### config.mk
export PLATFORM = sky130hd
export DESIGN_NAME = ecp_top
export DESIGN_NICKNAME = d
export VERILOG_FILES = /design/src/pkg/ecp_pkg.sv /design/src/rtl/ecp_capt_det.sv /design/src/rtl/ecp_top.sv
export SDC_FILE = /design/constraint.sdc
export NUM_CORES = 1
export LEC_CHECK = 0
export ABC_AREA = 1
export BUFFER_PORTS_ARGS = -buffer_cell sky130_fd_sc_hd__buf_2
export CAP_MARGIN = 20
export CORE_ASPECT_RATIO = 0.6
export CORE_MARGIN = 1
export CORE_UTILIZATION = 50
export CTS_CLUSTER_DIAMETER = 30
export DETAILED_ROUTE_END_ITERATION = 16
export PLACE_DENSITY = 0.79
export SLEW_MARGIN = 25
export SYNTH_ARGS = -nofsm -noshare
export SYNTH_HDL_FRONTEND = slang
export SYNTH_SLANG_ARGS = --single-unit
### constraint.sdc
create_clock -name mclk -period 2.65 [get_ports mclk]
set_input_delay 0.3975 -clock mclk [delete_from_list [all_inputs] [get_ports mclk]]
set_output_delay 0.3975 -clock mclk [all_outputs]
set_load 0.05 [all_outputs]
### src/pkg/ecp_pkg.sv
package ecp_pkg;

  // Register map, byte offsets on the plain register port
  localparam int         REG_AW     = 2;
  localparam logic [1:0] OFS_CTRL   = 2'h0;
  localparam logic [1:0] OFS_CCL    = 2'h1;
  localparam logic [1:0] OFS_CCH    = 2'h2;
  localparam logic [1:0] OFS_FLAG   = 2'h3;

  // Reset values and writable bits of the registers
  localparam logic [7:0]  CTRL_RST   = 8'h00;
  localparam logic [7:0]  CTRL_WMASK = 8'hBF;
  localparam logic [7:0]  CC_RST     = 8'h00;
  localparam logic [15:0] CAP_RST    = 16'h0000;
  localparam logic [9:0]  DUTY_RST   = 10'h000;
  localparam int          FLAG_BIT   = 0;

  // Mode select field codes
  localparam logic [3:0] MODE_OFF      = 4'h0;
  localparam logic [3:0] MODE_CMP_TGL  = 4'h2;
  localparam logic [3:0] MODE_CAP_FALL = 4'h4;
  localparam logic [3:0] MODE_CAP_RISE = 4'h5;
  localparam logic [3:0] MODE_CAP_R4   = 4'h6;
  localparam logic [3:0] MODE_CAP_R16  = 4'h7;
  localparam logic [3:0] MODE_CMP_SET  = 4'h8;
  localparam logic [3:0] MODE_CMP_CLR  = 4'h9;
  localparam logic [3:0] MODE_CMP_SWI  = 4'hA;
  localparam logic [3:0] MODE_CMP_SPEC = 4'hB;
  localparam logic [1:0] GRP_CAP       = 2'h1;
  localparam logic [1:0] GRP_PWM       = 2'h3;

  // Capture prescale terminal counts
  localparam logic [3:0] PSC_LAST_4  = 4'h3;
  localparam logic [3:0] PSC_LAST_16 = 4'hF;
  localparam logic [3:0] PSC_ZERO    = 4'h0;

  // Dead band in mclk cycles, less one: both outputs idle for this value plus one
  localparam int         DEAD_BAND_DEF = 4;

  // Control register fields
  typedef struct packed {
    logic       ocfg;
    logic       rsvd;
    logic [1:0] dlb;
    logic [3:0] mode;
  } ecp_ctrl_t;

  // One pin as output value and active-low output enable
  typedef struct packed {
    logic o;
    logic oe_n;
  } ecp_pin_t;

  // Dead band sequencing
  typedef enum logic {DB_WAIT, DB_DRIVE} ecp_db_t;

  function automatic logic is_capture(input logic [3:0] mode);
    return mode[3:2] == GRP_CAP;
  endfunction

  function automatic logic is_compare(input logic [3:0] mode);
    return (mode == MODE_CMP_TGL) || (mode[3:2] == 2'h2);
  endfunction

endpackage

### src/rtl/ecp_capt_det.sv
`timescale 1ns/1ns
module ecp_capt_det import ecp_pkg::*; (
  // Clock and reset
  input  wire logic       mclk,
  input  wire logic       srst,
  // Control
  input  wire logic       clr,
  input  wire logic [3:0] mode,
  // Event pin level and result
  input  wire logic       pin,
  output logic            strobe
);

  logic       s1_q, s1_d;
  logic       s2_q, s2_d;
  logic       prev_q, prev_d;
  logic [3:0] psc_q, psc_d;
  logic       stb_q, stb_d;
  logic       rise;
  logic       fall;

  // Edges seen only after the second stage, at most one strobe per edge
  always_comb begin
    s1_d   = pin;
    s2_d   = s1_q;
    prev_d = s2_q;
    rise   = s2_q & ~prev_q;
    fall   = ~s2_q & prev_q;
    psc_d  = psc_q;
    stb_d  = 1'b0;
    if (clr) begin
      psc_d = PSC_ZERO;
    end else begin
      case (mode)
        MODE_CAP_FALL: stb_d = fall;
        MODE_CAP_RISE: stb_d = rise;
        MODE_CAP_R4: begin
          if (rise) begin
            stb_d = (psc_q[1:0] == PSC_LAST_4[1:0]);
            psc_d = psc_q + 4'h1;
          end
        end
        MODE_CAP_R16: begin
          if (rise) begin
            stb_d = (psc_q == PSC_LAST_16);
            psc_d = psc_q + 4'h1;
          end
        end
        default: stb_d = 1'b0;
      endcase
    end
  end

  // Prescaler survives prescale changes on purpose
  always_ff @(posedge mclk) begin
    if (srst) begin
      s1_q   <= 1'b0;
      s2_q   <= 1'b0;
      prev_q <= 1'b0;
      psc_q  <= PSC_ZERO;
      stb_q  <= 1'b0;
    end else begin
      s1_q   <= s1_d;
      s2_q   <= s2_d;
      prev_q <= prev_d;
      psc_q  <= psc_d;
      stb_q  <= stb_d;
    end
  end

  assign strobe = stb_q;

endmodule

### src/rtl/ecp_top.sv
// The placing of the registers and the strobed register port were left to the implementer.
`timescale 1ns/1ns
module ecp_top import ecp_pkg::*; #(
  parameter int DEAD_CYCLES = DEAD_BAND_DEF
) (
  // Clock and reset
  input  wire logic              mclk,
  input  wire logic              srst,
  // Register port
  input  wire logic [REG_AW-1:0] reg_addr,
  input  wire logic [7:0]        reg_wdata,
  input  wire logic              reg_wr,
  input  wire logic              reg_rd,
  output logic      [7:0]        reg_rdata,
  // Time base timer and PWM period timer
  input  wire logic [15:0]       tb_value,
  input  wire logic              tb_tick,
  output logic                   tb_clear,
  input  wire logic [9:0]        pwm_count,
  input  wire logic              pwm_period_start,
  // Converter
  input  wire logic              adc_enabled,
  output logic                   adc_start,
  output logic                   special_event,
  // Pins
  input  wire logic              event_pin_in,
  input  wire logic              pin_direction_bit,
  output ecp_pin_t               pri_pin,
  output ecp_pin_t               sec_pin,
  // Flag
  output logic                   unit_event_flag
);

  localparam logic [7:0] DB_LOAD = 8'(DEAD_CYCLES);

  ecp_ctrl_t   ctrl_q, ctrl_d;
  logic [7:0]  ccl_q, ccl_d;
  logic [7:0]  cch_q, cch_d;
  logic        flag_q, flag_d;
  logic [7:0]  rdata_q, rdata_d;
  logic        latch_q, latch_d;
  logic        match_q, match_d;
  logic        pend_q, pend_d;
  logic        adc_q, adc_d;
  logic        spec_q, spec_d;
  logic [9:0]  duty_q, duty_d;
  logic        pon_q, pon_d;
  ecp_db_t     db_q, db_d;
  logic [7:0]  dbc_q, dbc_d;
  logic        pri_o_q, pri_o_d;
  logic        sec_o_q, sec_o_d;
  logic        cap_stb;
  logic        unit_off;
  logic        pwm_mode;
  logic        cmp_mode;
  logic        match;
  logic        hit;
  logic        wr_ctrl;
  logic        wr_ccl;
  logic        wr_cch;
  logic        wr_flag;
  logic        pri_claim;
  logic        sec_claim;
  logic        pwm_on;
  logic        pri_act;
  logic        sec_act;

  // Decoded mode groups
  assign unit_off = (ctrl_q.mode == MODE_OFF);
  assign pwm_mode = (ctrl_q.mode[3:2] == GRP_PWM);
  assign cmp_mode = is_compare(ctrl_q.mode);

  // Address decode for writes
  always_comb begin
    wr_ctrl = 1'b0;
    wr_ccl  = 1'b0;
    wr_cch  = 1'b0;
    wr_flag = 1'b0;
    if (reg_wr && reg_addr == OFS_CTRL) begin
      wr_ctrl = 1'b1;
    end else if (reg_wr && reg_addr == OFS_CCL) begin
      wr_ccl = 1'b1;
    end else if (reg_wr && reg_addr == OFS_CCH) begin
      wr_cch = 1'b1;
    end else if (reg_wr && reg_addr == OFS_FLAG) begin
      wr_flag = 1'b1;
    end
  end

  // Capture path; pin is the wire level, so port writes capture too
  ecp_capt_det u_capt (
    .mclk   (mclk),
    .srst   (srst),
    .clr    (!is_capture(ctrl_q.mode)),
    .mode   (ctrl_q.mode),
    .pin    (event_pin_in),
    .strobe (cap_stb)
  );

  // Compare against the time base timer, edge of match only
  assign match = (tb_value == {cch_q, ccl_q});
  assign hit   = match & ~match_q & cmp_mode;

  // Register file, capture load and event flag
  always_comb begin
    ctrl_d = ctrl_q;
    ccl_d  = ccl_q;
    cch_d  = cch_q;
    flag_d = flag_q;
    if (wr_ctrl) begin
      ctrl_d = ecp_ctrl_t'(reg_wdata & CTRL_WMASK);
    end
    if (wr_ccl) begin
      ccl_d = reg_wdata;
    end
    if (wr_cch) begin
      cch_d = reg_wdata;
    end
    // Capture beats a same-cycle software write; old value is lost
    if (cap_stb) begin
      {cch_d, ccl_d} = tb_value;
    end
    if (wr_flag && !reg_wdata[FLAG_BIT]) begin
      flag_d = 1'b0;
    end
    // Set wins over a clear in the same cycle
    if (cap_stb || hit) begin
      flag_d = 1'b1;
    end
  end

  // Read data stands in the cycle after the strobe
  always_comb begin
    rdata_d = 8'h00;
    if (reg_rd && reg_addr == OFS_CTRL) begin
      rdata_d = ctrl_q;
    end else if (reg_rd && reg_addr == OFS_CCL) begin
      rdata_d = ccl_q;
    end else if (reg_rd && reg_addr == OFS_CCH) begin
      rdata_d = cch_q;
    end else if (reg_rd && reg_addr == OFS_FLAG) begin
      rdata_d = {7'h00, flag_q};
    end
  end

  // Compare latch, special event and pending timer reset
  always_comb begin
    latch_d = latch_q;
    match_d = match;
    pend_d  = pend_q;
    adc_d   = 1'b0;
    spec_d  = 1'b0;
    if (hit) begin
      case (ctrl_q.mode)
        MODE_CMP_TGL:  latch_d = ~latch_q;
        MODE_CMP_SET:  latch_d = 1'b1;
        MODE_CMP_CLR:  latch_d = 1'b0;
        MODE_CMP_SPEC: begin
          spec_d = 1'b1;
          adc_d  = adc_enabled;
          pend_d = 1'b1;
        end
        default:       latch_d = latch_q;
      endcase
    end
    // Reset waits for the timer's next tick, dropped if match goes
    if (pend_q && (tb_tick || !match)) begin
      pend_d = 1'b0;
    end
    if (ctrl_q.mode != MODE_CMP_SPEC) begin
      pend_d = 1'b0;
    end
    if (ctrl_q == ecp_ctrl_t'(CTRL_RST)) begin
      latch_d = 1'b0;
    end
    if (unit_off) begin
      latch_d = 1'b0;
      pend_d  = 1'b0;
    end
  end

  // Only a timer clear leaves here; overflow flag is never touched
  assign tb_clear = pend_q & tb_tick & match;

  // PWM duty and dead band
  always_comb begin
    duty_d = duty_q;
    pon_d  = pon_q;
    db_d   = db_q;
    dbc_d  = dbc_q;
    if (!pwm_mode || pwm_period_start) begin
      duty_d = {ccl_q, ctrl_q.dlb};
    end
    pon_d = pwm_mode & (pwm_count < duty_q);
    case (db_q)
      DB_WAIT: begin
        if (dbc_q == 8'h00) begin
          db_d = DB_DRIVE;
        end else begin
          dbc_d = dbc_q - 8'h01;
        end
      end
      DB_DRIVE: db_d = DB_DRIVE;
      default:  db_d = DB_WAIT;
    endcase
    // In half-bridge, each change of drive side idles both outputs for the dead band
    if (pon_d != pon_q) begin
      db_d  = DB_WAIT;
      dbc_d = DB_LOAD;
    end
    if (unit_off || !pwm_mode) begin
      duty_d = DUTY_RST;
      db_d   = DB_WAIT;
      dbc_d  = DB_LOAD;
    end
  end

  assign pwm_on = pon_q;

  // Half-bridge needs dead band; single output follows duty directly
  always_comb begin
    if (ctrl_q.ocfg) begin
      pri_act = pwm_on & (db_q == DB_DRIVE);
      sec_act = ~pwm_on & (db_q == DB_DRIVE);
    end else begin
      pri_act = pwm_on;
      sec_act = 1'b0;
    end
  end

  // Pin values; config bit only matters in PWM
  always_comb begin
    if (pwm_mode) begin
      pri_o_d = pri_act ^ ctrl_q.mode[1];
      sec_o_d = sec_act ^ ctrl_q.mode[0];
    end else begin
      pri_o_d = latch_q;
      sec_o_d = 1'b0;
    end
  end

  // Pin ownership; capture, 1010 and 1011 never drive the pin
  assign pri_claim = pwm_mode | (cmp_mode & (ctrl_q.mode != MODE_CMP_SWI)
                     & (ctrl_q.mode != MODE_CMP_SPEC));
  assign sec_claim = pwm_mode & ctrl_q.ocfg;

  // State registers
  always_ff @(posedge mclk) begin
    if (srst) begin
      ctrl_q  <= ecp_ctrl_t'(CTRL_RST);
      ccl_q   <= CC_RST;
      cch_q   <= CC_RST;
      flag_q  <= 1'b0;
      rdata_q <= 8'h00;
      latch_q <= 1'b0;
      match_q <= 1'b0;
      pend_q  <= 1'b0;
      adc_q   <= 1'b0;
      spec_q  <= 1'b0;
      duty_q  <= DUTY_RST;
      pon_q   <= 1'b0;
      db_q    <= DB_WAIT;
      dbc_q   <= DB_LOAD;
      pri_o_q <= 1'b0;
      sec_o_q <= 1'b0;
    end else begin
      ctrl_q  <= ctrl_d;
      ccl_q   <= ccl_d;
      cch_q   <= cch_d;
      flag_q  <= flag_d;
      rdata_q <= rdata_d;
      latch_q <= latch_d;
      match_q <= match_d;
      pend_q  <= pend_d;
      adc_q   <= adc_d;
      spec_q  <= spec_d;
      duty_q  <= duty_d;
      pon_q   <= pon_d;
      db_q    <= db_d;
      dbc_q   <= dbc_d;
      pri_o_q <= pri_o_d;
      sec_o_q <= sec_o_d;
    end
  end

  // Outputs; direction bit set to input still keeps the primary pin off, not the secondary
  assign reg_rdata       = rdata_q;
  assign adc_start       = adc_q;
  assign special_event   = spec_q;
  assign unit_event_flag = flag_q;
  assign pri_pin.o       = pri_o_q;
  assign pri_pin.oe_n    = ~pri_claim | pin_direction_bit;
  assign sec_pin.o       = sec_o_q;
  assign sec_pin.oe_n    = ~sec_claim;

endmodule

==> results of run 1 <==
==> routing by layer <==
layer | global-route usage | wire, um
met5 | 0 | 0
met4 | 0.0700 | 61
met3 | 0.106 | 870
met2 | 0.391 | 3790
met1 | 0.372 | 4330
==> critical path, cell delays in order (launching register included) <==
cell and delay, ns:
dfxtp_1 0.42, inv_1 0.07, nand2_1 0.08, nand2_1 0.06, nor2_1 0.11, nand2_1 0.07, nor2_1 0.25, nand2_1 0.16
nor2_1 0.10, buf_2 0.26
==> registers in the layout, indices dropped and copies added (netlist names), 4 cells and up <==
name / cells
u_capt.psc_q: 4
reg_rdata: 8
dbc_q: 8
ctrl_q: 7
cch_q: 8
ccl_q: 8
duty_q: 10
==> final cells by class <==
class / count / area (um^2) / share of cell area
Multi-Input combinational cell: 330 / 1720 / 0.417
Sequential cell: 67 / 1340 / 0.325
Inverter: 97 / 364 / 0.0883
Timing Repair Buffer: 61 / 308 / 0.0747
Clock buffer: 12 / 256 / 0.0622
Tap cell: 87 / 109 / 0.0264
Clock inverter: 4 / 25.0 / 0.00607
==> report_power, final <==
part	switching, mW	total [mW]	internal (mW)
sequential	0.0158	1.04	1.03
combinational	0.141	0.215	0.0746
clock	0.444	1.12	0.681
total	0.600	2.38	1.78
==> worst min-delay path by stage <==
stage,depth (start not counted),endpoint
after floorplan,2,u_capt.prev_d$_SDFF_PP0_
after global placement,2,u_capt.prev_d$_SDFF_PP0_
after detailed placement,2,u_capt.prev_d$_SDFF_PP0_
after CTS,3,u_capt.s1_q$_SDFF_PP0_
after global routing,3,u_capt.s1_q$_SDFF_PP0_
final,3,u_capt.s1_q$_SDFF_PP0_
==> synthesized netlist by cell type, types with 2 or more instances <==
| cell type | number |
|---|---|
| inv_2 | 9 |
| buf_2 | 4 |
| xor2_1 | 10 |
| o21ai_1 | 3 |
| buf_4 | 2 |
| a21oi_1 | 41 |
| o21ai_0 | 34 |
| nor3_4 | 3 |
| ha_1 | 12 |
| nand3_1 | 10 |
| inv_1 | 88 |
| a22oi_1 | 9 |
| nor3_1 | 3 |
| nand4_1 | 9 |
| dfxtp_1 | 67 |
| o22ai_1 | 3 |
| nor2_2 | 3 |
| buf_1 | 2 |
| nand2_1 | 112 |
| clkbuf_1 | 3 |
| o21a_1 | 2 |
| a31oi_1 | 9 |
| nor2_1 | 53 |
==> per-stage QoR <==
| stage | instance area [um^2] | instances | hold WS (ns) | util | setup WS, ns |
|---|---|---|---|---|---|
| after global routing | 4120 | 658 | 0.276 | 0.615 | 0.227 |
| after CTS | 4120 | 658 | 0.256 | 0.615 | 0.404 |
| after floorplan | 3490 | 507 | 0.388 | - | 0.745 |
| final | 4120 | 658 | 0.264 | 0.615 | 0.325 |
| after global placement | 3840 | 642 | 0.410 | 0.573 | 0.723 |
| after detailed placement | 3840 | 642 | 0.405 | 0.573 | 0.726 |
==> kinds of logic after synthesis <==
group,after synthesis,synth area share
DFF,67,0.384
AOI/OAI and AO/OA,108,0.175
buffers and inverters,110,0.124
muxes,1,0.00286
xor gates and xnor gates,10,0.0251
adders and majority gates,12,0.0430
and+or+nand+nor,199,0.246
==> key figures, run 1 <==
Run status
  • Status: complete, no violations

Clock tree
  • Setup repair bufs after CTS: 0
  • CTS Buf Count: 9
  • Reg clk slew, reported paths: 0.06 ns
  • CTS max path bufs: 2
  • Root buf cell: clkbuf_16
  • CTS H-tree depth: 3
  • Clk sinks: 67
  • Clk_lat worst skew: around 0.34 ns
  • Hold-fix buffers, CTS: 0
  • Post-CTS Resized: 0
  • TritonCTS clock tree: yes

Route
  • DR vias/cell: between 5 and 6
  • Initial DRC Count: between 300 and 400
  • Antenna-violating nets left: 0
  • Drt first pass iters: 5
  • Wire per inst: about 14 um
  • Vias: 3456
  • Post-route DRC: 0
  • Routed wire length: approximately 9 mm

Worst setup path
  • R2r endpoint: dbc_q[1]$_SDFFE_PP0P_
  • Crit. Startpoint: ccl_q[6]$_SDFFE_PP0P_
  • Worst EP required: 2.25 ns
  • WS Path Type: reg2out
  • CP endpoint: tb_clear
  • Crit path max fanout: 5
  • Critical Path AT: around 1.9 ns
  • Worst r2r path cells: 11
  • Worst Setup End Kind: primary output
  • Reg2Reg Setup Slack: 0.91 ns
  • FF-to-FF Start: duty_q[5]$_SDFFE_PP0P_
  • Type of origin of the critical path: register

Finish
  • N_diodes: 0
  • Most frequent cells in the layout: nand2_1 (112), inv_1 (88), dfxtp_1 (67)
  • Most common cell after layout, fill and taps aside: nand2_1
  • Fill cells: 645
  • Layout area overhead: 18.0%
  • Share of cells above drive strength 1: 0.168
  • Fin nets: 623

Worst hold path
  • Hold Path Origin: event_pin_in
  • HP Class: in2reg

STA
  • Layout Skew: 0.00637 ns
  • Final min period: roughly 2.3 ns
  • Setup_tns: 0 ns
  • Crit share post-route: 0.877
  • RSZ-0062 raised after global routing: false
  • Slew HR: 0.526
  • Achievable Freq: around 430 MHz
  • Least-Margin Pin Slew: 0.710 ns
  • Pins over their slew limit: 0
  • Final setup viols: 0
  • Final Hold Viols: 0

Floorplan
  • Die Span Y: 66.8 um
  • Die area: roughly 7300 um^2
  • Core ar.: 6710 um^2
  • # IOs: between 60 and 70
  • Die W: 110 um
  • Rows: 23
  • Initial Utilization: 0.521

Global route
  • First-pass GRT wire length: 14.7 mm
  • Grt ovf: 0
  • Initial antenna violation count: 1
  • Total GRT Usage: 0.271
  • Largest net degree at the start of global routing: 29
  • Vias in the first global route: roughly 3200

Power
  • Leakage: 1.87 nW
  • Power, Total: around 2.4 mW
  • Peak supply drop: 0.442 mV
  • PwrDens: 578 nW/um^2

Logic synthesis
  • Yosys top cell by area: dfxtp_1
  • Synth Area per Inst: around 6.9 um^2
  • Syn Std Cell Area: 3490 um^2
  • Register area share after synthesis: 0.384
  • Yosys cell types: 39
  • Post-synthesis instance total: 507
  • Synth area leaders: dfxtp_1 (38%), nand2_1 (12%), inv_1 (9.5%)
  • Main synth FF type: dfxtp_1
  • Synth top area share: 0.384
  • Post-synth EDFFs: 0
  • Yosys warnings: 0
  • Yosys reg bits: 67
  • Fraction of registers with async set or reset after synthesis: 0
  • Synthesized net count: 564

Placed design
  • Port Buf Inserts: 60
  • RD Place Congestion: just over 0.9
  • Final HPWL DP: 6.85 mm

Run
  • # Max-Cap Violations: 0
(Power assumes the default switching activity.)
==> run 2, diff against run 1 <==
--- a/config.mk
+++ b/config.mk
@@ -8,12 +8,14 @@
 export ABC_AREA = 1
 export BUFFER_PORTS_ARGS = -buffer_cell sky130_fd_sc_hd__buf_2
 export CAP_MARGIN = 20
+export CELL_PAD_IN_SITES_DETAIL_PLACEMENT = 0
+export CELL_PAD_IN_SITES_GLOBAL_PLACEMENT = 1
 export CORE_ASPECT_RATIO = 0.6
 export CORE_MARGIN = 1
-export CORE_UTILIZATION = 50
+export CORE_UTILIZATION = 43
 export CTS_CLUSTER_DIAMETER = 30
 export DETAILED_ROUTE_END_ITERATION = 16
-export PLACE_DENSITY = 0.79
+export PLACE_DENSITY = 0.92
 export SLEW_MARGIN = 25
 export SYNTH_ARGS = -nofsm -noshare
 export SYNTH_HDL_FRONTEND = slang
==> key figures, run 2 (synthesized netlist as in run 1, its figures left out) <==
Finish
  • Most flop-heavy register: duty_q
  • Largest register FFs: 10
  • Most frequent cells in the layout: nand2_1 (112), inv_1 (88), dfxtp_1 (67)
  • Most common cell after layout, fill and taps aside: nand2_1
  • Layout area overhead: 19.0%
  • Share of cells above drive strength 1: 0.168
  • N_diodes: 0
  • Fin nets: 624

Floorplan
  • Die Span Y: 71.8 um
  • Initial Utilization: 0.443
  • # IOs: 61
  • Die area: around 8500 um^2
  • Core ar.: 7880 um^2
  • Rows: 25
  • Die W: 118 um

Clock tree
  • Clk sinks: 67
  • CTS Buf Count: 9
  • Reg clk slew, reported paths: 0.05 ns
  • CTS max path bufs: 2
  • TritonCTS clock tree: yes
  • Setup repair bufs after CTS: 0
  • Hold-fix buffers, CTS: 0
  • CTS H-tree depth: 3
  • Clk_lat worst skew: 0.34 ns
  • Post-CTS Resized: 0
  • Root buf cell: clkbuf_16

Worst hold path
  • HP Class: in2reg

Power
  • Power, Total: 2.41 mW
  • PwrDens: 580 nW/um^2
  • Peak supply drop: 0.284 mV
  • Leakage: 1.88 nW

Worst setup path
  • Crit path max fanout: 3
  • Reg2Reg Setup Slack: approximately 0.93 ns
  • WS Path Type: reg2out
  • Critical Path AT: between 1.5 and 2 ns
  • Worst EP required: 2.25 ns
  • Type of origin of the critical path: register
  • Worst Setup End Kind: primary output

Route
  • Antenna-violating nets left: 0
  • Vias: 3373
  • DR vias/cell: slightly below 5
  • Initial DRC Count: between 200 and 300
  • Post-route DRC: 0
  • Drt first pass iters: 5
  • Wire per inst: 13.2 um
  • Routed wire length: 8.96 mm

Placed design
  • RD Place Congestion: around 0.86
  • Final HPWL DP: 6.88 mm
  • Port Buf Inserts: 60

STA
  • Slew HR: 0.624
  • Final min period: 2.24 ns
  • RSZ-0062 raised after global routing: false
  • Crit share post-route: 0.844
  • Least-Margin Pin Slew: 0.563 ns
  • Achievable Freq: 447 MHz
  • Final Hold Viols: 0
  • Pins over their slew limit: 0
  • Setup_tns: 0 ns
  • Final setup viols: 0
  • Layout Skew: 0.00639 ns

Global route
  • Largest net degree at the start of global routing: 29
  • First-pass GRT wire length: 14.7 mm
  • Total GRT Usage: 0.227
  • Grt ovf: 0
  • Vias in the first global route: 3042
  • Initial antenna violation count: 0

Run status
  • Status: complete, no violations

Run
  • # Max-Cap Violations: 0
## run 2: changes by cell type in the layout (fill, tap and decap cells not counted), sizes merged
cell,change
buf,+1
bufinv,+1
clkbuf,-2
## run 2: path summary, 6_finish.rpt
path,from,to,cells after the start
min,event_pin_in,u_capt.s1_q$_SDFF_PP0_,3
min reg2reg,u_capt.s1_q$_SDFF_PP0_,u_capt.prev_d$_SDFF_PP0_,2
max reg2reg,duty_q[5]$_SDFFE_PP0P_,dbc_q[0]$_SDFFE_PP0P_,10
max,ccl_q[5]$_SDFFE_PP0P_,tb_clear,9
## run 2: layer usage
metal  share of wire  global-route usage  vias up  wire length, um
met2            0.40               0.326       95             3610
met1            0.51               0.323     1521             4560
met3           0.070              0.0653       19              626
met5               0                   0        -                0
met4           0.017              0.0788        0              154
li1                -                   -     1738                -
## run 2: power by group
group / internal (mW) / switching, mW
Sequential: 1.03 / 0.0151
Combinational: 0.0747 / 0.141
Clock: 0.719 / 0.435
## run 2: critical path, cell delays in order, from the launching register on
cell and delay [ns]:
dfxtp_1 0.34, inv_1 0.10, nand2_1 0.07, nand2_1 0.05, nor2_1 0.13, nand2_1 0.07, nor2_1 0.21, nand2_1 0.16
nor2_1 0.11, buf_2 0.27
## run 2: stage by stage
step,area (um^2),utilization,worst slack [ns],hold slack [ns],cells
2_1_floorplan,3490,-,0.745,0.388,507
3_3_place_gp,3870,0.492,0.729,0.397,664
3_5_place_dp,3870,0.492,0.680,0.401,664
4_1_cts,4160,0.528,0.412,0.249,679
5_1_grt,4160,0.528,0.264,0.275,679
6_report,4160,0.528,0.413,0.259,679
## run 2: final cells by class
class	count	area [um^2]
Clock buffer	10	229
Clock inverter	5	55.1
Fill cell	813	3720
Inverter	97	364
Multi-Input combinational cell	330	1720
Sequential cell	67	1340
Tap cell	108	135
Timing Repair Buffer	62	315
